<file path="src/shared/uart_fifo_pkg.sv">
package uart_fifo_pkg;
   // ----------------------------------------------------------------
   // Storage geometry
   // ----------------------------------------------------------------
   localparam int unsigned PTR_W = 4;
   localparam int unsigned CNT_W = 5;
   localparam int unsigned FIFO_DEPTH = 16;
   localparam logic [4:0] FIFO_FULL = 5'h10;
   localparam logic [4:0] HOLD_ONE = 5'h01;
   localparam logic [4:0] TX_PAIR = 5'h02;
   localparam int unsigned RX_W = 11;
   localparam int unsigned RX_ERR_LSB = 8;
   localparam int unsigned RX_ERR_MSB = 10;

   // ----------------------------------------------------------------
   // Register indexes (byte address = index * 4)
   // ----------------------------------------------------------------
   localparam int unsigned ADDR_IDX_LSB = 2;
   localparam int unsigned ADDR_IDX_MSB = 4;
   localparam logic [2:0] IDX_RX_BUF = 3'h0;
   localparam logic [2:0] IDX_INT_ENABLE = 3'h1;
   localparam logic [2:0] IDX_INT_IDENT = 3'h2;
   localparam logic [2:0] IDX_LINE_STATUS = 3'h5;
   localparam logic [2:0] IDX_MODEM_STATUS = 3'h6;

   // ----------------------------------------------------------------
   // Field positions and codes
   // ----------------------------------------------------------------
   localparam int unsigned FC_ENABLE = 0;
   localparam int unsigned FC_RX_CLR = 1;
   localparam int unsigned FC_TX_CLR = 2;
   localparam int unsigned FC_DMA_MODE = 3;
   localparam int unsigned FC_TRIG_LSB = 6;
   localparam int unsigned FC_TRIG_MSB = 7;
   localparam int unsigned IE_RX_DATA = 0;
   localparam int unsigned IE_TX_EMPTY = 1;
   localparam int unsigned IE_LINE = 2;
   localparam int unsigned IE_MODEM = 3;
   localparam logic [3:0] IE_RESET = 4'h0;
   localparam logic [1:0] TRIG_SEL_1 = 2'h0;
   localparam logic [1:0] TRIG_SEL_4 = 2'h1;
   localparam logic [1:0] TRIG_SEL_8 = 2'h2;
   localparam logic [4:0] TRIG_1 = 5'h01;
   localparam logic [4:0] TRIG_4 = 5'h04;
   localparam logic [4:0] TRIG_8 = 5'h08;
   localparam logic [4:0] TRIG_14 = 5'h0e;
   localparam logic [3:0] IIR_NONE = 4'h1;
   localparam logic [3:0] IIR_LINE = 4'h6;
   localparam logic [3:0] IIR_RX_DATA = 4'h4;
   localparam logic [3:0] IIR_TIMEOUT = 4'hc;
   localparam logic [3:0] IIR_TX_EMPTY = 4'h2;
   localparam logic [3:0] IIR_MODEM = 4'h0;

   // ----------------------------------------------------------------
   // Character timing: 16 receive-clock ticks per bit, 4 characters
   // ----------------------------------------------------------------
   localparam int unsigned BIT_TICK_SHIFT = 4;
   localparam int unsigned TIMEOUT_SHIFT = 6;
   localparam int unsigned TMO_W = 10;
   localparam int unsigned DLY_W = 8;

   typedef enum logic [1:0] {
      BUS_IDLE = 2'b00,
      BUS_WRITE = 2'b01,
      BUS_READ_WAIT = 2'b10,
      BUS_READ_DATA = 2'b11
   } bus_state_t;
endpackage

</file>
<file path="src/hw/byte_fifo.sv">
`timescale 1ns/1ps
module byte_fifo #(
   parameter int unsigned W = 8
) (
   input wire logic i_clk,
   input wire logic i_reset_n,
   input wire logic i_clear,
   input wire logic i_push,
   input wire logic i_pop,
   input wire logic [W-1:0] i_data,
   output logic [W-1:0] o_data,
   output logic [uart_fifo_pkg::CNT_W-1:0] o_count
);
   logic [W-1:0] mem_ff [uart_fifo_pkg::FIFO_DEPTH];
   logic [uart_fifo_pkg::PTR_W-1:0] wr_ptr_ff;
   logic [uart_fifo_pkg::PTR_W-1:0] rd_ptr_ff;
   logic [uart_fifo_pkg::CNT_W-1:0] count_ff;

   wire do_push = i_push & (count_ff != uart_fifo_pkg::FIFO_FULL);
   wire do_pop = i_pop & (count_ff != '0);

   // Clear wins over a push or pop in the same cycle
   always_ff @(posedge i_clk or negedge i_reset_n) begin
      if (!i_reset_n) begin
         wr_ptr_ff <= '0;
         rd_ptr_ff <= '0;
         count_ff <= '0;
      end else if (i_clear) begin
         wr_ptr_ff <= '0;
         rd_ptr_ff <= '0;
         count_ff <= '0;
      end else begin
         if (do_push) wr_ptr_ff <= wr_ptr_ff + 1'b1;
         if (do_pop) rd_ptr_ff <= rd_ptr_ff + 1'b1;
         if (do_push && !do_pop) count_ff <= count_ff + 1'b1;
         else if (do_pop && !do_push) count_ff <= count_ff - 1'b1;
      end
   end

   always_ff @(posedge i_clk) begin
      if (do_push && !i_clear) mem_ff[wr_ptr_ff] <= i_data;
   end

   assign o_data = mem_ff[rd_ptr_ff];
   assign o_count = count_ff;
endmodule // byte_fifo

</file>
<file path="src/hw/uart_fifo_interrupt_control.sv">
// Local design decisions: the address map and register access over AHB-Lite.
`timescale 1ns/1ps
module uart_fifo_interrupt_control (
   input wire logic i_clk,
   input wire logic i_reset_n,
   input wire logic i_hsel,
   input wire logic [31:0] i_haddr,
   input wire logic [1:0] i_htrans,
   input wire logic i_hwrite,
   input wire logic [2:0] i_hsize,
   input wire logic [31:0] i_hwdata,
   input wire logic i_hready,
   output logic [31:0] o_hrdata,
   output logic o_hreadyout,
   output logic o_hresp,
   input wire logic i_rclk_en,
   input wire logic [3:0] i_char_bits,
   input wire logic i_rx_push,
   input wire logic [7:0] i_rx_data,
   input wire logic i_rx_parity_err,
   input wire logic i_rx_frame_err,
   input wire logic i_rx_break,
   output logic [7:0] o_tx_data,
   output logic o_tx_valid,
   input wire logic i_tx_take,
   input wire logic i_tx_shift_empty,
   input wire logic [7:0] i_modem_status,
   input wire logic i_modem_delta,
   output logic o_modem_read,
   output logic o_irq_output,
   output logic o_rx_dma_request,
   output logic o_tx_dma_request
);
   // ----------------------------------------------------------------
   // Bus slave
   // ----------------------------------------------------------------
   uart_fifo_pkg::bus_state_t state_ff;
   uart_fifo_pkg::bus_state_t nxt_state;
   logic [2:0] idx_ff;
   logic map_ff;
   logic [31:0] hrdata_ff;
   logic [7:0] rd_value;

   wire bus_req = i_hsel & i_hready & i_htrans[1];
   wire addr_mapped = ~|i_haddr[31:uart_fifo_pkg::ADDR_IDX_MSB+1];
   wire [2:0] addr_idx = i_haddr[uart_fifo_pkg::ADDR_IDX_MSB:uart_fifo_pkg::ADDR_IDX_LSB];
   wire wr_now = (state_ff == uart_fifo_pkg::BUS_WRITE) & map_ff;
   wire rd_now = (state_ff == uart_fifo_pkg::BUS_READ_WAIT) & map_ff;
   wire [7:0] wdata = i_hwdata[7:0];
   wire wr_buf = wr_now & (idx_ff == uart_fifo_pkg::IDX_RX_BUF);
   wire wr_ier = wr_now & (idx_ff == uart_fifo_pkg::IDX_INT_ENABLE);
   wire fc_wr = wr_now & (idx_ff == uart_fifo_pkg::IDX_INT_IDENT);
   wire rd_buf = rd_now & (idx_ff == uart_fifo_pkg::IDX_RX_BUF);
   wire rd_iir = rd_now & (idx_ff == uart_fifo_pkg::IDX_INT_IDENT);
   wire rd_lsr = rd_now & (idx_ff == uart_fifo_pkg::IDX_LINE_STATUS);
   wire rd_msr = rd_now & (idx_ff == uart_fifo_pkg::IDX_MODEM_STATUS);

   // Reads take one wait cycle so a write just before is already visible
   assign nxt_state = bus_req ? (i_hwrite ? uart_fifo_pkg::BUS_WRITE
                                          : uart_fifo_pkg::BUS_READ_WAIT)
                              : uart_fifo_pkg::BUS_IDLE;

   always_ff @(posedge i_clk or negedge i_reset_n) begin
      if (!i_reset_n) begin
         state_ff <= uart_fifo_pkg::BUS_IDLE;
         idx_ff <= '0;
         map_ff <= 1'b0;
      end else begin
         case (state_ff)
            uart_fifo_pkg::BUS_READ_WAIT: begin
               state_ff <= uart_fifo_pkg::BUS_READ_DATA;
            end
            uart_fifo_pkg::BUS_IDLE, uart_fifo_pkg::BUS_WRITE,
            uart_fifo_pkg::BUS_READ_DATA: begin
               state_ff <= nxt_state;
               if (bus_req) begin
                  idx_ff <= addr_idx;
                  map_ff <= addr_mapped;
               end
            end
            default: begin
               state_ff <= uart_fifo_pkg::BUS_IDLE;
            end
         endcase
      end
   end

   always_ff @(posedge i_clk or negedge i_reset_n) begin
      if (!i_reset_n) hrdata_ff <= '0;
      else if (state_ff == uart_fifo_pkg::BUS_READ_WAIT) hrdata_ff <= {24'h0, rd_value};
   end

   assign o_hrdata = hrdata_ff;
   assign o_hreadyout = (state_ff != uart_fifo_pkg::BUS_READ_WAIT);
   assign o_hresp = 1'b0;

   // ----------------------------------------------------------------
   // Control registers
   // ----------------------------------------------------------------
   logic fifo_en_ff;
   logic dma_mode_ff;
   logic [1:0] trig_ff;
   logic [3:0] ier_ff;

   wire en_chg = fc_wr & (wdata[uart_fifo_pkg::FC_ENABLE] != fifo_en_ff);
   wire fc_live = fc_wr & wdata[uart_fifo_pkg::FC_ENABLE];
   wire rx_clear = en_chg | (fc_live & wdata[uart_fifo_pkg::FC_RX_CLR]);
   wire tx_clear = en_chg | (fc_live & wdata[uart_fifo_pkg::FC_TX_CLR]);

   always_ff @(posedge i_clk or negedge i_reset_n) begin
      if (!i_reset_n) begin
         fifo_en_ff <= 1'b0;
         dma_mode_ff <= 1'b0;
         trig_ff <= uart_fifo_pkg::TRIG_SEL_1;
         ier_ff <= uart_fifo_pkg::IE_RESET;
      end else begin
         if (fc_wr) fifo_en_ff <= wdata[uart_fifo_pkg::FC_ENABLE];
         if (fc_live) begin
            dma_mode_ff <= wdata[uart_fifo_pkg::FC_DMA_MODE];
            trig_ff <= wdata[uart_fifo_pkg::FC_TRIG_MSB:uart_fifo_pkg::FC_TRIG_LSB];
         end
         if (wr_ier) ier_ff <= wdata[uart_fifo_pkg::IE_MODEM:uart_fifo_pkg::IE_RX_DATA];
      end
   end

   wire [4:0] trig_level = (trig_ff == uart_fifo_pkg::TRIG_SEL_1) ? uart_fifo_pkg::TRIG_1 :
                           (trig_ff == uart_fifo_pkg::TRIG_SEL_4) ? uart_fifo_pkg::TRIG_4 :
                           (trig_ff == uart_fifo_pkg::TRIG_SEL_8) ? uart_fifo_pkg::TRIG_8 :
                           uart_fifo_pkg::TRIG_14;
   // Without FIFOs each direction holds a single character
   wire [4:0] cap = fifo_en_ff ? uart_fifo_pkg::FIFO_FULL : uart_fifo_pkg::HOLD_ONE;

   // ----------------------------------------------------------------
   // Receive path
   // ----------------------------------------------------------------
   logic [uart_fifo_pkg::RX_W-1:0] rx_head;
   logic [4:0] rx_count;
   logic [4:0] rx_err_cnt_ff;
   logic [3:0] lsr_err_ff;
   logic head_load_ff;

   wire [2:0] rx_err_in = {i_rx_break, i_rx_frame_err, i_rx_parity_err};
   wire [2:0] head_err = rx_head[uart_fifo_pkg::RX_ERR_MSB:uart_fifo_pkg::RX_ERR_LSB];
   wire rx_full = (rx_count >= cap);
   wire rx_push_ok = i_rx_push & ~rx_full & ~rx_clear;
   wire overrun = i_rx_push & rx_full;
   wire rx_pop = rd_buf & (rx_count != '0);
   wire rx_empty = (rx_count == '0);

   byte_fifo #(.W(uart_fifo_pkg::RX_W)) u_rx_fifo (
      .i_clk(i_clk),
      .i_reset_n(i_reset_n),
      .i_clear(rx_clear),
      .i_push(rx_push_ok),
      .i_pop(rx_pop),
      .i_data({rx_err_in, i_rx_data}),
      .o_data(rx_head),
      .o_count(rx_count)
   );

   // Errors of a character show once it is at the head of the queue
   wire [3:0] err_set = {head_load_ff & ~rx_empty ? head_err : 3'h0, overrun};
   wire [4:0] err_inc = {4'h0, rx_push_ok & (|rx_err_in)};
   wire [4:0] err_dec = {4'h0, rx_pop & (|head_err)};

   always_ff @(posedge i_clk or negedge i_reset_n) begin
      if (!i_reset_n) begin
         head_load_ff <= 1'b0;
         lsr_err_ff <= '0;
         rx_err_cnt_ff <= '0;
      end else begin
         head_load_ff <= rx_pop | (rx_push_ok & rx_empty);
         lsr_err_ff <= (lsr_err_ff & ~{4{rd_lsr}}) | err_set;
         if (rx_clear) rx_err_cnt_ff <= '0;
         else rx_err_cnt_ff <= rx_err_cnt_ff + err_inc - err_dec;
      end
   end

   // ----------------------------------------------------------------
   // Character time-out
   // ----------------------------------------------------------------
   logic [uart_fifo_pkg::TMO_W-1:0] tmo_cnt_ff;
   logic tmo_flag_ff;

   // Four characters of i_char_bits bits, 16 receive ticks per bit
   wire [uart_fifo_pkg::TMO_W-1:0] tmo_limit =
      uart_fifo_pkg::TMO_W'(i_char_bits) << uart_fifo_pkg::TIMEOUT_SHIFT;
   wire tmo_restart = rx_push_ok | rx_pop | rx_clear | rx_empty;
   wire tmo_set = fifo_en_ff & ~tmo_restart & (tmo_cnt_ff == tmo_limit);

   always_ff @(posedge i_clk or negedge i_reset_n) begin
      if (!i_reset_n) begin
         tmo_cnt_ff <= '0;
         tmo_flag_ff <= 1'b0;
      end else begin
         if (tmo_restart) tmo_cnt_ff <= '0;
         else if (i_rclk_en && tmo_cnt_ff != tmo_limit) tmo_cnt_ff <= tmo_cnt_ff + 1'b1;
         tmo_flag_ff <= (tmo_flag_ff & ~(rx_pop | rx_clear)) | tmo_set;
      end
   end

   // ----------------------------------------------------------------
   // Transmit path and empty interrupt timing
   // ----------------------------------------------------------------
   logic [4:0] tx_count;
   logic two_seen_ff;
   logic immediate_ff;
   logic dly_busy_ff;
   logic [uart_fifo_pkg::DLY_W-1:0] dly_cnt_ff;
   logic holding_empty_flag_pend_ff;
   logic [3:0] iir_code;

   wire tx_push = wr_buf & (tx_count < cap);
   wire tx_pop = i_tx_take & (tx_count != '0);
   wire tx_empty = (tx_count == '0);
   wire empty_evt = tx_clear | (tx_pop & (tx_count == uart_fifo_pkg::HOLD_ONE) & ~tx_push);
   // One character minus its final stop bit
   wire [uart_fifo_pkg::DLY_W-1:0] dly_limit =
      uart_fifo_pkg::DLY_W'(i_char_bits - 4'h1) << uart_fifo_pkg::BIT_TICK_SHIFT;
   wire fast_empty = two_seen_ff | immediate_ff | en_chg | ~fifo_en_ff;
   wire dly_done = dly_busy_ff & (dly_cnt_ff == dly_limit) & ~tx_push;
   wire ier_rise = wr_ier & wdata[uart_fifo_pkg::IE_TX_EMPTY] & ~ier_ff[uart_fifo_pkg::IE_TX_EMPTY];
   wire holding_empty_flag_set = (empty_evt & fast_empty) | dly_done | (ier_rise & tx_empty & ~tx_push);
   wire iir_clr = rd_iir & (iir_code == uart_fifo_pkg::IIR_TX_EMPTY);

   byte_fifo #(.W(8)) u_tx_fifo (
      .i_clk(i_clk),
      .i_reset_n(i_reset_n),
      .i_clear(tx_clear),
      .i_push(tx_push),
      .i_pop(tx_pop),
      .i_data(wdata),
      .o_data(o_tx_data),
      .o_count(tx_count)
   );

   always_ff @(posedge i_clk or negedge i_reset_n) begin
      if (!i_reset_n) begin
         two_seen_ff <= 1'b0;
         immediate_ff <= 1'b1;
         dly_busy_ff <= 1'b0;
         dly_cnt_ff <= '0;
      end else begin
         if (empty_evt) two_seen_ff <= 1'b0;
         else if (tx_count >= uart_fifo_pkg::TX_PAIR) two_seen_ff <= 1'b1;
         if (en_chg) immediate_ff <= 1'b1;
         else if (holding_empty_flag_set) immediate_ff <= 1'b0;
         if (empty_evt && !fast_empty) begin
            dly_busy_ff <= 1'b1;
            dly_cnt_ff <= '0;
         end else if (tx_push || dly_done) begin
            dly_busy_ff <= 1'b0;
         end else if (dly_busy_ff && i_rclk_en) begin
            dly_cnt_ff <= dly_cnt_ff + 1'b1;
         end
      end
   end

   // Set wins over a clear landing in the same cycle
   always_ff @(posedge i_clk or negedge i_reset_n) begin
      if (!i_reset_n) holding_empty_flag_pend_ff <= 1'b0;
      else holding_empty_flag_pend_ff <= (holding_empty_flag_pend_ff & ~(wr_buf | iir_clr)) | holding_empty_flag_set;
   end

   // ----------------------------------------------------------------
   // Interrupt identification and outputs
   // ----------------------------------------------------------------
   logic irq_ff;
   logic rx_dma_ff;
   logic tx_dma_ff;
   logic modem_read_ff;

   wire ls_irq = ier_ff[uart_fifo_pkg::IE_LINE] & (|lsr_err_ff);
   wire rx_trig = fifo_en_ff ? (rx_count >= trig_level) : ~rx_empty;
   wire rda_irq = ier_ff[uart_fifo_pkg::IE_RX_DATA] & rx_trig;
   wire tmo_irq = ier_ff[uart_fifo_pkg::IE_RX_DATA] & fifo_en_ff & tmo_flag_ff;
   wire holding_empty_flag_irq = ier_ff[uart_fifo_pkg::IE_TX_EMPTY] & holding_empty_flag_pend_ff;
   wire mdm_irq = ier_ff[uart_fifo_pkg::IE_MODEM] & i_modem_delta;

   assign iir_code = ls_irq ? uart_fifo_pkg::IIR_LINE :
                     rda_irq ? uart_fifo_pkg::IIR_RX_DATA :
                     tmo_irq ? uart_fifo_pkg::IIR_TIMEOUT :
                     holding_empty_flag_irq ? uart_fifo_pkg::IIR_TX_EMPTY :
                     mdm_irq ? uart_fifo_pkg::IIR_MODEM :
                     uart_fifo_pkg::IIR_NONE;

   wire hold_empty = tx_empty;
   wire tx_idle = tx_empty & i_tx_shift_empty;
   wire fifo_err = fifo_en_ff & (rx_err_cnt_ff != '0);
   wire [7:0] lsr_value = {fifo_err, tx_idle, hold_empty, lsr_err_ff, ~rx_empty};
   wire [7:0] iir_value = {{2{fifo_en_ff}}, 2'b00, iir_code};

   assign rd_value = ~map_ff ? 8'h00 :
                     (idx_ff == uart_fifo_pkg::IDX_RX_BUF) ? rx_head[7:0] :
                     (idx_ff == uart_fifo_pkg::IDX_INT_ENABLE) ? {4'h0, ier_ff} :
                     (idx_ff == uart_fifo_pkg::IDX_INT_IDENT) ? iir_value :
                     (idx_ff == uart_fifo_pkg::IDX_LINE_STATUS) ? lsr_value :
                     (idx_ff == uart_fifo_pkg::IDX_MODEM_STATUS) ? i_modem_status :
                     8'h00;

   // Mode 1 signals in blocks; mode 0 per character
   wire mode1 = fifo_en_ff & dma_mode_ff;

   always_ff @(posedge i_clk or negedge i_reset_n) begin
      if (!i_reset_n) begin
         irq_ff <= 1'b0;
         rx_dma_ff <= 1'b0;
         tx_dma_ff <= 1'b0;
         modem_read_ff <= 1'b0;
      end else begin
         irq_ff <= (iir_code != uart_fifo_pkg::IIR_NONE);
         rx_dma_ff <= mode1 ? ((rx_count >= trig_level) | tmo_flag_ff) : ~rx_empty;
         tx_dma_ff <= mode1 ? (tx_count < cap) : tx_empty;
         modem_read_ff <= rd_msr;
      end
   end

   assign o_irq_output = irq_ff;
   assign o_rx_dma_request = rx_dma_ff;
   assign o_tx_dma_request = tx_dma_ff;
   assign o_modem_read = modem_read_ff;
   assign o_tx_valid = ~tx_empty;
endmodule // uart_fifo_interrupt_control

</file>
<file path="config.mk">
export PLATFORM = sky130hd
export DESIGN_NAME = uart_fifo_interrupt_control
export DESIGN_NICKNAME = d
export VERILOG_FILES = /design/src/shared/uart_fifo_pkg.sv /design/src/hw/byte_fifo.sv /design/src/hw/uart_fifo_interrupt_control.sv
export SDC_FILE = /design/constraint.sdc
export NUM_CORES = 1
export LEC_CHECK = 0
export CORE_MARGIN = 4
export CORE_UTILIZATION = 45
export CTS_CLUSTER_SIZE = 25
export DETAILED_ROUTE_END_ITERATION = 12
export DONT_BUFFER_PORTS = 1
export PLACE_DENSITY_LB_ADDON = 0.05
export SLEW_MARGIN = 0
export SYNTH_ARGS = -nofsm -noshare
export SYNTH_HDL_FRONTEND = slang
export SYNTH_SLANG_ARGS = --single-unit
</file>
<file path="constraint.sdc">
create_clock -name i_clk -period 5.8 [get_ports i_clk]
set_clock_uncertainty 0.05 [all_clocks]
set_input_delay 0.58 -clock i_clk [delete_from_list [all_inputs] [get_ports i_clk]]
set_output_delay 0.58 -clock i_clk [all_outputs]
set_load 0.05 [all_outputs]
</file>
**Word level (Yosys, flattened, before mapping)**

Memory sizes are Yosys's and may differ from the RTL's.
Cells that the tools add are included.

- Input port bits: 102
- RAM bits: 304
- Memories: 2
- Register bits: 85
- Output and inout bits: 47
- Word-level logic and storage cells: 245

- Bitwise operators: 82
- Reductions and logical operators: 44
- Multiplexer cells: 52
- Add/sub/neg operators: 13
- Equality and inequality tests: 20
- $lt $le $gt $ge: 4

Memories:

| memory | words | bits a word | read ports | clocked after Yosys merged registers in | write ports | RTL line | source |
|---|---|---|---|---|---|---|---|
| u_rx_fifo.mem_ff | 16 | 11 | 1 | 0 | 1 | byte_fifo.sv:14 | `logic [W-1:0] mem_ff [uart_fifo_pkg::FIFO_DEPTH];` |
| u_tx_fifo.mem_ff | 16 | 8 | 1 | 0 | 1 | byte_fifo.sv:14 |  |

Operators with widths:

| cell | count |
|---|---|
| 2-to-1 mux 8 bit | 9 |
| bitwise AND 1 bit | 52 |
| 2-to-1 mux 4 bit | 13 |
| 2-to-1 mux 5 bit | 8 |
| OR reduction 27 bit | 1 |
| 2-to-1 mux 10 bit | 2 |
| nonzero test 2 bit | 9 |
| OR 1 bit | 17 |
| adder 4 x 1 -> 4 bit, second input constant | 4 |
| nonzero test 5 bit | 3 |
| 2-to-1 mux 1 bit | 14 |
| adder 10 x 1 -> 10 bit, second input constant | 1 |
| adder 5 x 1 -> 5 bit, second input constant | 2 |
| equality test 10 bit | 1 |
| zero test 5 bit | 2 |
| inequality test 10 bit | 1 |
| inequality test 5 bit, second input constant | 2 |
| inverter 1 bit | 10 |
| subtractor 5 x 1 -> 5 bit, second input constant | 2 |
| logical AND 1 bit | 9 |
| OR reduction 3 bit | 3 |
| adder 8 x 1 -> 8 bit, second input constant | 1 |
| equality test 8 bit | 1 |
| zero test 1 bit | 8 |
| 29 further kinds | 40 |

**Logic depth before layout (Yosys ltp)**

Gate-level depths: netlist (run 1).

- Word-level depth: 15
- Mapped depth: 16
- Mapped depth without buffers: 14

**By module**

A second synthesis (run 1) with hierarchy kept.

- Cell total of the unflattened synthesis: 1,077
- Area, all modules: 17,179.0 um^2

Modules (own cells, without submodules):

| module | area an instance (um^2) | sequential area each (um^2) | times used | cells each |
|---|---|---|---|---|
| byte_fifo at u_rx_fifo | 7,552.2 | 5,610.4 | 1 | 386 |
| byte_fifo at u_tx_fifo | 5,913.2 | 4,169.0 | 1 | 291 |
| uart_fifo_interrupt_control | 3,713.6 | 1,477.7 | 1 | 400 |

**Worst setup path before layout (run 1)**

No wires, ideal clock.

- Kind: reg2reg
- Start point: register u_rx_fifo.rd_ptr_ff[1] (netlist bit)
- End point: register rx_err_cnt_ff[4]
- Data arrival time: 3.540 ns
- Required time: 5.672 ns
- Setup time: 0.078 ns
- Clock period less this slack: 3.668 ns
- Buffers on the path: 3
- Stages on the path, launching flop included: 17
- Slack: 2.132 ns
- Cells stage by stage: dfrtp_1 > buf_2 > buf_2 > clkbuf_1 > mux4_2 > a22oi_1 > nand3_1 > nor3_1 > nor2_1 > ha_1 > inv_1 > ha_1 > fa_1 > a21oi_1 > nor2_1 > or3_1 > a21oi_1

- Cells in the longest elaborated chain, start to end: 5

RTL lines:

| element | RTL line | source |
|---|---|---|
| start, declared | byte_fifo.sv:16 | `logic [uart_fifo_pkg::PTR_W-1:0] rd_ptr_ff;` |
| start signal, assigned | byte_fifo.sv:34 | `if (do_pop) rd_ptr_ff <= rd_ptr_ff + 1'b1;` |
| memory (16 x 11 bit) | - |  |
| OR reduction 3 bit | uart_fifo_interrupt_control.sv:164 | `wire [4:0] err_dec = {4'h0, rx_pop & (\|head_err)};` |
| bitwise AND 1 bit | uart_fifo_interrupt_control.sv:164 |  |
| subtractor 5 x 1 -> 5 bit | uart_fifo_interrupt_control.sv:175 | `else rx_err_cnt_ff <= rx_err_cnt_ff + err_inc - err_dec;` |
| 2-to-1 mux 5 bit | uart_fifo_interrupt_control.sv:174 | `if (rx_clear) rx_err_cnt_ff <= '0;` |
| end signal, assigned | uart_fifo_interrupt_control.sv:175 |  |
| end, declared | uart_fifo_interrupt_control.sv:138 | `logic [4:0] rx_err_cnt_ff;` |

Every way passes these cells.
A chain may end at the register's enable or synchronous reset.

**Worst setup path after layout (run 1)**

- Start point: register fifo_en_ff
- End point: register rx_err_cnt_ff[4]

- Cells in the longest elaborated chain, start to end: 9
- Elaborated cells between the ends (all ways): 13
- Classes of those cells: add/sub: 2; order compare: 1; eq/ne: 1; mux: 2; bitwise: 7

RTL lines:

| element | RTL line | source |
|---|---|---|
| start, declared | uart_fifo_interrupt_control.sv:100 | `logic fifo_en_ff;` |
| start signal, assigned | uart_fifo_interrupt_control.sv:117 | `if (fc_wr) fifo_en_ff <= wdata[uart_fifo_pkg::FC_ENABLE];` |
| 2-to-1 mux 5 bit or inequality test 1 bit (tied branches) | uart_fifo_interrupt_control.sv:131, uart_fifo_interrupt_control.sv:105 |  |
| >= comparator 5 bit or bitwise AND 1 bit (tied branches) | uart_fifo_interrupt_control.sv:144, uart_fifo_interrupt_control.sv:105 |  |
| inverter 1 bit or OR 1 bit (tied branches) | uart_fifo_interrupt_control.sv:145, uart_fifo_interrupt_control.sv:107 |  |
| bitwise AND 1 bit or inverter 1 bit (tied branches) | uart_fifo_interrupt_control.sv:145 | `wire rx_push_ok = i_rx_push & ~rx_full & ~rx_clear;` |
| bitwise AND 1 bit | uart_fifo_interrupt_control.sv:145 |  |
| bitwise AND 1 bit | uart_fifo_interrupt_control.sv:163 | `wire [4:0] err_inc = {4'h0, rx_push_ok & (\|rx_err_in)};` |
| adder 5 x 1 -> 5 bit | uart_fifo_interrupt_control.sv:175 |  |
| subtractor 5 x 1 -> 5 bit | uart_fifo_interrupt_control.sv:175 |  |
| 2-to-1 mux 5 bit * | uart_fifo_interrupt_control.sv:174 |  |

Every way passes the cells marked *; elsewhere a longest branch is shown, timed or not.

==> results by group, run 1 <==
Flow run
  • MaxCap Viol Count: 0

STA
  • Crit path time final: 4320 ps
  • Least-Margin Pin Slew: 1150 ps
  • Final TNS setup: 0 ps
  • Final Setup Violations: 0
  • Slew Limit Fails: 0
  • Final Hold Fails: 0
  • Period utilization: 0.746
  • Worst slew margin: 0.228
  • RSZ-0062 raised after global routing: false
  • Fmax: 231 MHz

Setup path
  • CP top delay family: adder cells
  • WS Path Type: reg -> reg
  • Reg-to-reg endpoint: rx_err_cnt_ff[4]
  • Worst reg2reg path depth: 14
  • Critical Path AT: 4740 ps
  • Setup crit end: rx_err_cnt_ff[4]
  • Crit-path cells: inv_1 -> ha_1 -> nor4bb_1 -> a22oi_1 -> nor2_1 -> o31ai_1 -> ha_1 -> inv_1 -> ha_1 -> fa_1 -> a21oi_1 -> nor2_1 -> or3_1 -> a21oi_1
  • Slowest CP cell: dfrtp_1
  • Critical path origin: fifo_en_ff
  • Crit path largest cell delay: 730 ps
  • Worst setup EP type: flip-flop
  • Worst reg2reg path startpoint: fifo_en_ff
  • Max FO, Critical Path: 14
  • Most used cell, CP: ha_1
  • Critical Path Stages: 14
  • CP startpoint kind: flip-flop
  • Required time of the critical path: 6210 ps
  • Buffers plus inverters on the worst setup path: 2
  • Reg-to-reg setup timing slack: 1480 ps

Synth
  • Cell variety after synth: 73
  • Mapped cell area: 17,100 sq um
  • Post-synthesis cell count: 1,049
  • Synth Register Bits: 389
  • Asr flop ratio synth: 0.219
  • Mean Syn Cell Area: 16.3 sq um
  • Top_reg_cell synth: edfxtp_1
  • EDFF count, synth: 304
  • Sequential area share after synthesis: 0.657
  • Synth Warn #: 0

Final layout
  • Area grow syn2layout: 9.74%
  • Final Util: 0.501
  • Filler cells: 3,122
  • Layout cells sized above 1: 0.166
  • Nets: 1,199
  • ANT cells: 0

Route
  • Drt wl/cell: 24.5 um
  • Post-Route WL: 39,000 um
  • DRT antenna net count: 0
  • DRT Pass-1 Iters: 5
  • DR iter-0 viols: 580
  • Total number of vias: 9,031
  • Via-to-Cell Ratio: 5.68
  • Drt drc: 0

Clock network
  • Clock H-tree levels: 2
  • Worst-Skew Late Latency: 560 ps
  • Num CTS Buffers: 43
  • CTS tree: yes
  • PostCTS Resize Cnt: 0
  • CTS Root Cell: clkbuf_16
  • Maximum clock insertion buffer count: 3
  • Clk sinks: 389
  • Clock-pin slew on the worst setup and hold paths: 60 ps

Placement
  • Buffers on Ports: 0
  • Final HPWL DP: 24,700 um
  • Placer Congestion: 0.793

Power
  • Peak supply drop: 278 uV
  • PD cells: 463 nW/um^2
  • Leakage: 6.51 nW

Global routing
  • Global-route wire length before repair: 58,800 um
  • Largest net degree at the start of global routing: 86
  • Vias in the first global route: 9,131
  • Grt total ovfl: 0
  • GRT Total Usage: 0.190
  • Antenna violations before repair: 1

Outcome
  • Outcome: complete, no violations

Floorplanning
  • Chip width: 203 um
  • Initial Util: 0.456
  • Die H: 203 um
  • Die ar.: 41,300 sq um
  • Row cnt: 71
  • Core outline area: 37,600 sq um
  • IO Count: 149

Worst hold path
  • Hold Crit Class: in -> reg
-- flip-flops by register name, indices dropped and copies added, names as in the netlist, 5 cells and up --
register and count:
dly_cnt_ff 8, o_hrdata 8, rx_err_cnt_ff 5, tmo_cnt_ff 10, u_rx_fifo.mem_ff 176, u_rx_fifo.o_count 5, u_tx_fifo.mem_ff 128, u_tx_fifo.o_count 5
-- kinds of logic after synthesis --
group                      after synthesis  share of synthesized area
DFF                                    389                      0.657
and+or+nand+nor                        255                     0.0815
AOI/OAI and AO/OA                      120                     0.0518
muxes                                  109                      0.132
buffers and inverters                   98                     0.0291
xor gates and xnor gates                39                     0.0199
adders and majority gates               38                     0.0285
other                                    1                   0.000219
-- cell usage in the layout, fill, tap and decap left out, types with 15 or more instances in the layout --
| master | instances |
|---|---|
| o31ai_1 | 16 |
| ha_1 | 35 |
| mux4_2 | 93 |
| nand2_1 | 52 |
| conb_1 | 25 |
| dfrtp_1 | 81 |
| and3_1 | 15 |
| clkbuf_16 | 44 |
| xnor2_1 | 20 |
| xor2_1 | 19 |
| nor2_1 | 51 |
| a21oi_1 | 25 |
| nand3_1 | 18 |
| and2_1 | 26 |
| inv_1 | 30 |
| edfxtp_1 | 304 |
-- synthesized netlist by cell type (all sizes together), types with 3 or more instances --
cell | n | area [sq um]
a22oi | 4 | 30.0
and2 | 26 | 163
clkbuf | 22 | 82.6
mux2 | 11 | 124
buf | 46 | 303
mux4 | 93 | 2090
or2 | 4 | 25.0
nand3b | 4 | 30.0
dfrtp | 84 | 2100
inv | 30 | 113
ha | 35 | 438
nor4 | 13 | 111
o41ai | 3 | 45.1
or3 | 4 | 25.0
xnor2 | 20 | 175
nand3 | 19 | 100
nor2 | 51 | 191
nand2b | 8 | 50.1
edfxtp | 304 | 9130
a32o | 6 | 60.1
xor2 | 19 | 166
o21ai | 15 | 75.1
o211ai | 4 | 30.0
a221o | 3 | 30.0
or4 | 11 | 82.6
nor2b | 10 | 62.6
a211oi | 12 | 103
a21o | 5 | 37.5
o31ai | 16 | 120
nor3 | 13 | 70.1
a21oi | 25 | 125
a22o | 6 | 52.6
mux2i | 5 | 50.1
nand4 | 14 | 87.6
o22ai | 3 | 18.8
and3 | 15 | 93.8
a32oi | 3 | 26.3
nand2 | 52 | 195
-- worst reg2reg max path, delay by kind of cell, from the launching register on --
kind	cells	cell delay, ps
flops	1	730
buf+inv	2	400
simple gates	4	970
fa+ha+maj	4	1300
compound gates	4	800
-- worst min-delay path by stage --
stage                   startpoint                       to  slack, ps  depth (start not counted)
global route            i_rx_break  u_rx_fifo.mem_ff[4][10]         30                          0
floorplan                i_reset_n              dly_busy_ff        230                          0
detailed placement       i_reset_n            tmo_cnt_ff[6]        240                          0
finish              i_rx_frame_err  u_rx_fifo.mem_ff[13][9]         60                          0
global placement         i_reset_n            tmo_cnt_ff[6]        240                          0
CTS                 i_rx_frame_err   u_rx_fifo.mem_ff[5][9]         20                          0
-- metrics by stage --
step                hold WS, ps  instance area, sq um  power (mW)  cells  setup slack [ps]
detailed placement          237                 17500        6.36   1524              1550
floorplan                   234                 17200        5.70   1073              2130
global route               30.1                 18800        9.20   1591              1180
CTS                        21.3                 18800        8.85   1591              1510
global placement            238                 17500        6.34   1524              1670
finish                     59.5                 18800        8.72   1591              1480
-- metal layers --
| metal | global-route usage | routed length (um) | vias to the layer above |
|---|---|---|---|
| met5 | 0 | 0 | - |
| met4 | 0.0537 | 840 | 0 |
| met3 | 0.0351 | 1750 | 54 |
| met2 | 0.313 | 19400 | 155 |
| met1 | 0.262 | 17000 | 4709 |
| li1 | - | - | 4113 |
-- where the power goes --
group	internal, mW	switching, mW
combinational	1.13	1.42
clock	1.40	1.05
sequential	3.29	0.427
-- what timing repair did --
item	4_1_cts	5_1_grt
hold buffers	2	0
endpoints found under the hold margin	85	0
buffers inserted	0	0
-- cell type report --
class                   instances  area, sq um  share of cell area
inverters                      30          113             0.00599
flip-flops and latches        389        11300               0.599
clock buffers                  58         1170              0.0624
repair buffers                 10         97.6             0.00519
well taps                     511          639              0.0340
multi-input cells             586         5480               0.291
clock inverters                 7         50.0             0.00266
(Power assumes the default switching activity.)
==> run 2, diff against run 1 <==
--- a/config.mk
+++ b/config.mk
@@ -5,6 +5,7 @@
 export SDC_FILE = /design/constraint.sdc
 export NUM_CORES = 1
 export LEC_CHECK = 0
+export ABC_AREA = 1
 export CORE_MARGIN = 4
 export CORE_UTILIZATION = 45
 export CTS_CLUSTER_SIZE = 25
==> constraint.sdc (replaced) <==
create_clock -name i_clk -period 4.55 [get_ports i_clk]
set_clock_uncertainty 0.05 [all_clocks]
set_input_delay 0.455 -clock i_clk [delete_from_list [all_inputs] [get_ports i_clk]]
set_output_delay 0.455 -clock i_clk [all_outputs]
set_load 0.05 [all_outputs]
==> run 2 against run 1 <==
Against the previous run: combinational power grew 51%; count of clock-buffer cells in the layout grew 1; via count grew 30%; area after synthesis grew 3.8%; register-to-register slack lost 420 ps; wire length grew 13%; setup slack lost 420 ps; synthesized cell count grew 58%; sequential share of layout area shrank 3.6 points; critical path depth grew 5; maximum frequency grew 24%; non-clock buffer count grew 46; critical endpoint unchanged.
==> results by group, run 2 <==
STA
  • Crit path time final: 3500 ps (-828 ps)
  • Worst slew margin: 0.391 (+0.162)
  • Final Setup Violations: 0 (unchanged)
  • RSZ-0062 raised after global routing: false
  • Period utilization: 0.768 (+0.0227)
  • Fmax: 286 MHz (+24%)
  • Final TNS setup: 0 ps (unchanged)
  • Slew Limit Fails: 0 (unchanged)
  • Final Hold Fails: 0 (unchanged)
  • Final setup margin: 1050 ps (-422 ps)
  • Least-Margin Pin Slew: 913 ps (-236 ps)
  • Worst hold slack: 37.0 ps (-22.5 ps)

Synth
  • Top cells by area, synth: edfxtp_1 (51%), dfrtp_1 (12%), nand2_1 (6.9%), nand3_1 (4.5%), o21ai_0 (3.1%)
  • Mean Syn Cell Area: 10.7 sq um (-34%)
  • Most frequent cells after synthesis: nand2_1 (325), edfxtp_1 (304), nand3_1 (160)
  • Synth Warn #: 0 (unchanged)
  • Post-synthesis cell count: 1,655 (+58%)
  • Biggest area consumer among synthesized cells: edfxtp_1
  • Synth Register Bits: 389 (unchanged)
  • Asr flop ratio synth: 0.219 (unchanged)
  • Sequential area share after synthesis: 0.633 (-0.0239)
  • Top_reg_cell synth: edfxtp_1
  • EDFF count, synth: 304 (unchanged)
  • Mapped cell area: 17,800 sq um (+3.8%)
  • Cell variety after synth: 44 (-40%)
  • Synth top area share: 0.513 (-0.0194)
  • Cell with the most instances after synthesis: nand2_1

Final layout
  • Filler cells: 3,498 (+12%)
  • Most frequent cells in the layout: nand2_1 (325), edfxtp_1 (304), nand3_1 (160), inv_1 (126), nor2_1 (113)
  • Nets: 1,828 (+52%)
  • Largest register by flop count: u_rx_fifo.mem_ff
  • Multi-input logic area: 5630 sq um (+2.8%)
  • Register Area: 11,300 sq um (about the same)
  • Area grow syn2layout: 12.4%
  • Max FFs per register: 176 (unchanged)
  • Commonest non-fill, non-tap cell in the layout: nand2_1
  • Layout cells sized above 1: 0.0818 (-0.0839)
  • Largest regs: u_rx_fifo.mem_ff: 176 flops, u_tx_fifo.mem_ff: 128 flops, tmo_cnt_ff: 10 flops
  • Final Util: 0.515 (+0.0146)

Route
  • Drt drc: 0 (unchanged)
  • DRT antenna net count: 0 (unchanged)
  • DR iter-0 viols: 686 (+18%)
  • Total number of vias: 11,800 (+30%)
  • Via-to-Cell Ratio: 5.25 (-7.5%)
  • Post-Route WL: 44,000 um (+13%)
  • DRT Pass-1 Iters: 5 (unchanged)
  • Drt wl/cell: 19.6 um (-20%)

Setup path
  • CP startpoint kind: flip-flop
  • Critical Path AT: 3890 ps (-850 ps)
  • Worst setup EP type: flip-flop
  • Reg-to-reg setup timing slack: 1050 ps (-420 ps)
  • Required time of the critical path: 4940 ps (-1270 ps)
  • Worst reg2reg path startpoint: fifo_en_ff
  • Max FO, Critical Path: 10 (-4)
  • Worst reg2reg path depth: 19 (+5)
  • WS Path Type: reg -> reg
  • Reg-to-reg endpoint: rx_err_cnt_ff[4]

Floorplanning
  • Initial Util: 0.458 (+0.00201)
  • Chip width: 207 um (+1.8%)
  • Die ar.: 42,800 sq um (+3.6%)
  • Die H: 207 um (+1.8%)
  • Core outline area: 38,800 sq um (+3.3%)
  • Row cnt: 72 (+1.4%)
  • IO Count: 149 (unchanged)

Placement
  • Buffers on Ports: 0 (unchanged)
  • Pre-CTS setup slack: 1090 ps (-459 ps)
  • Final HPWL DP: 27,500 um (+11%)
  • Placer Congestion: 0.844 (+6.5%)

Global routing
  • GRT Total Usage: 0.209 (+0.0190)
  • Vias in the first global route: 11,600 (+27%)
  • Global-route wire length before repair: 68,100 um (+16%)
  • Antenna violations before repair: 0 (-1)
  • Grt total ovfl: 0 (unchanged)
  • Largest net degree at the start of global routing: 86 (unchanged)

Clock network
  • Num CTS Buffers: 44 (+2.3%)
  • PostCTS Resize Cnt: 0 (unchanged)
  • CTS Root Cell: clkbuf_16
  • Maximum clock insertion buffer count: 3 (unchanged)
  • Clock H-tree levels: 2 (unchanged)
  • Clk sinks: 389 (unchanged)
  • Clock-pin slew on the worst setup and hold paths: 60 ps (about the same)
  • Worst-Skew Late Latency: 580 ps (+20 ps)
  • Setup repair bufs after CTS: 0 (unchanged)
  • CTS tree: yes

Power
  • Final Total Pwr: 11.9 mW (+37%)
  • Leakage: 7.88 nW (+21%)
  • Peak supply drop: 318 uV (+14%)
  • PD cells: 595 nW/um^2 (+28%)

Worst hold path
  • Hold Crit Class: in -> reg
  • Worst Hold End: state_ff[1]
  • Hold path cells: 2 (+2)
  • Min-delay src: i_hready

Outcome
  • Outcome: complete, no violations

Flow run
  • MaxCap Viol Count: 0 (unchanged)
-- run 2: what timing repair did --
| action | 4_1_cts | 5_1_grt |
|---|---|---|
| hold buffers | 26 | 0 |
| hold endpoints to repair | 400 | 0 |
| setup endpoints to repair | 0 | 0 |
-- run 2: worst max-delay path by stage --
stage | start | to | slack [ps]
global placement | fifo_en_ff | rx_err_cnt_ff[4] | 1090
finish | fifo_en_ff | rx_err_cnt_ff[4] | 1050
detailed placement | fifo_en_ff | rx_err_cnt_ff[4] | 1090
CTS | fifo_en_ff | rx_err_cnt_ff[4] | 1070
floorplan | fifo_en_ff | rx_err_cnt_ff[4] | 1490
global route | fifo_en_ff | rx_err_cnt_ff[4] | 790
-- run 2: stage by stage --
step | area, sq um | cells
after floorplan | 17900 | 1679
after global placement | 18300 | 2135
after detailed placement | 18300 | 2135
after CTS | 20000 | 2241
after global routing | 20000 | 2241
final | 20000 | 2242
-- run 2: routing by layer --
metal,routed length [um],share of wire,track usage,vias up
met5,0,0,0,-
met4,1050,0.024,0.0602,0
met3,2200,0.050,0.0426,68
met2,21300,0.48,0.346,232
met1,19500,0.44,0.282,5692
li1,-,-,-,5774
-- run 2: kinds of logic (layout without fill, tap and decap cells) --
logic type / Yosys count / in the layout / synth area share
AND/OR/NAND/NOR: 675 / 675 / 0.169
flip-flops: 389 / 389 / 0.633
AO/OA/AOI/OAI: 257 / 257 / 0.0816
buffers and inverters: 232 / 276 / 0.0558
adder cells (fa/ha/maj): 37 / 37 / 0.0269
XOR/XNOR: 32 / 32 / 0.0158
multiplexers: 32 / 32 / 0.0180
other: 1 / 26 / 0.000211
-- run 2: critical path, cell delays in order (launching register included) --
cell     delay (ps)
dfrtp_1         530
inv_2           190
ha_1            320
nor2_1          100
nand3_1          80
nand2_1          90
nand3_1         170
nor2_4          250
o31ai_1         120
ha_1            290
inv_1            40
ha_1            200
fa_1            380
nand2_1          80
inv_1            50
nor2_1           80
nor2_1           50
nor2_1          100
xor2_1          150
nor2_1           50
-- run 2: where the power goes --
part           total (mW)  switching (mW)  leakage, nW  internal (mW)
clock network        3.46            1.42        0.700           2.04
registers            4.61           0.423         3.76           4.18
logic                3.84            2.67         3.42           1.17
-- run 2: final cells by class --
| class | count | area share |
|---|---|---|
| flip-flops and latches | 389 | 0.563 |
| inverters | 140 | 0.0263 |
| clock buffers | 59 | 0.0604 |
| multi-input cells | 1058 | 0.281 |
| diodes | 1 | 0.000125 |
| clock inverters | 21 | 0.0104 |
| well taps | 518 | 0.0324 |
| repair buffers | 56 | 0.0258 |
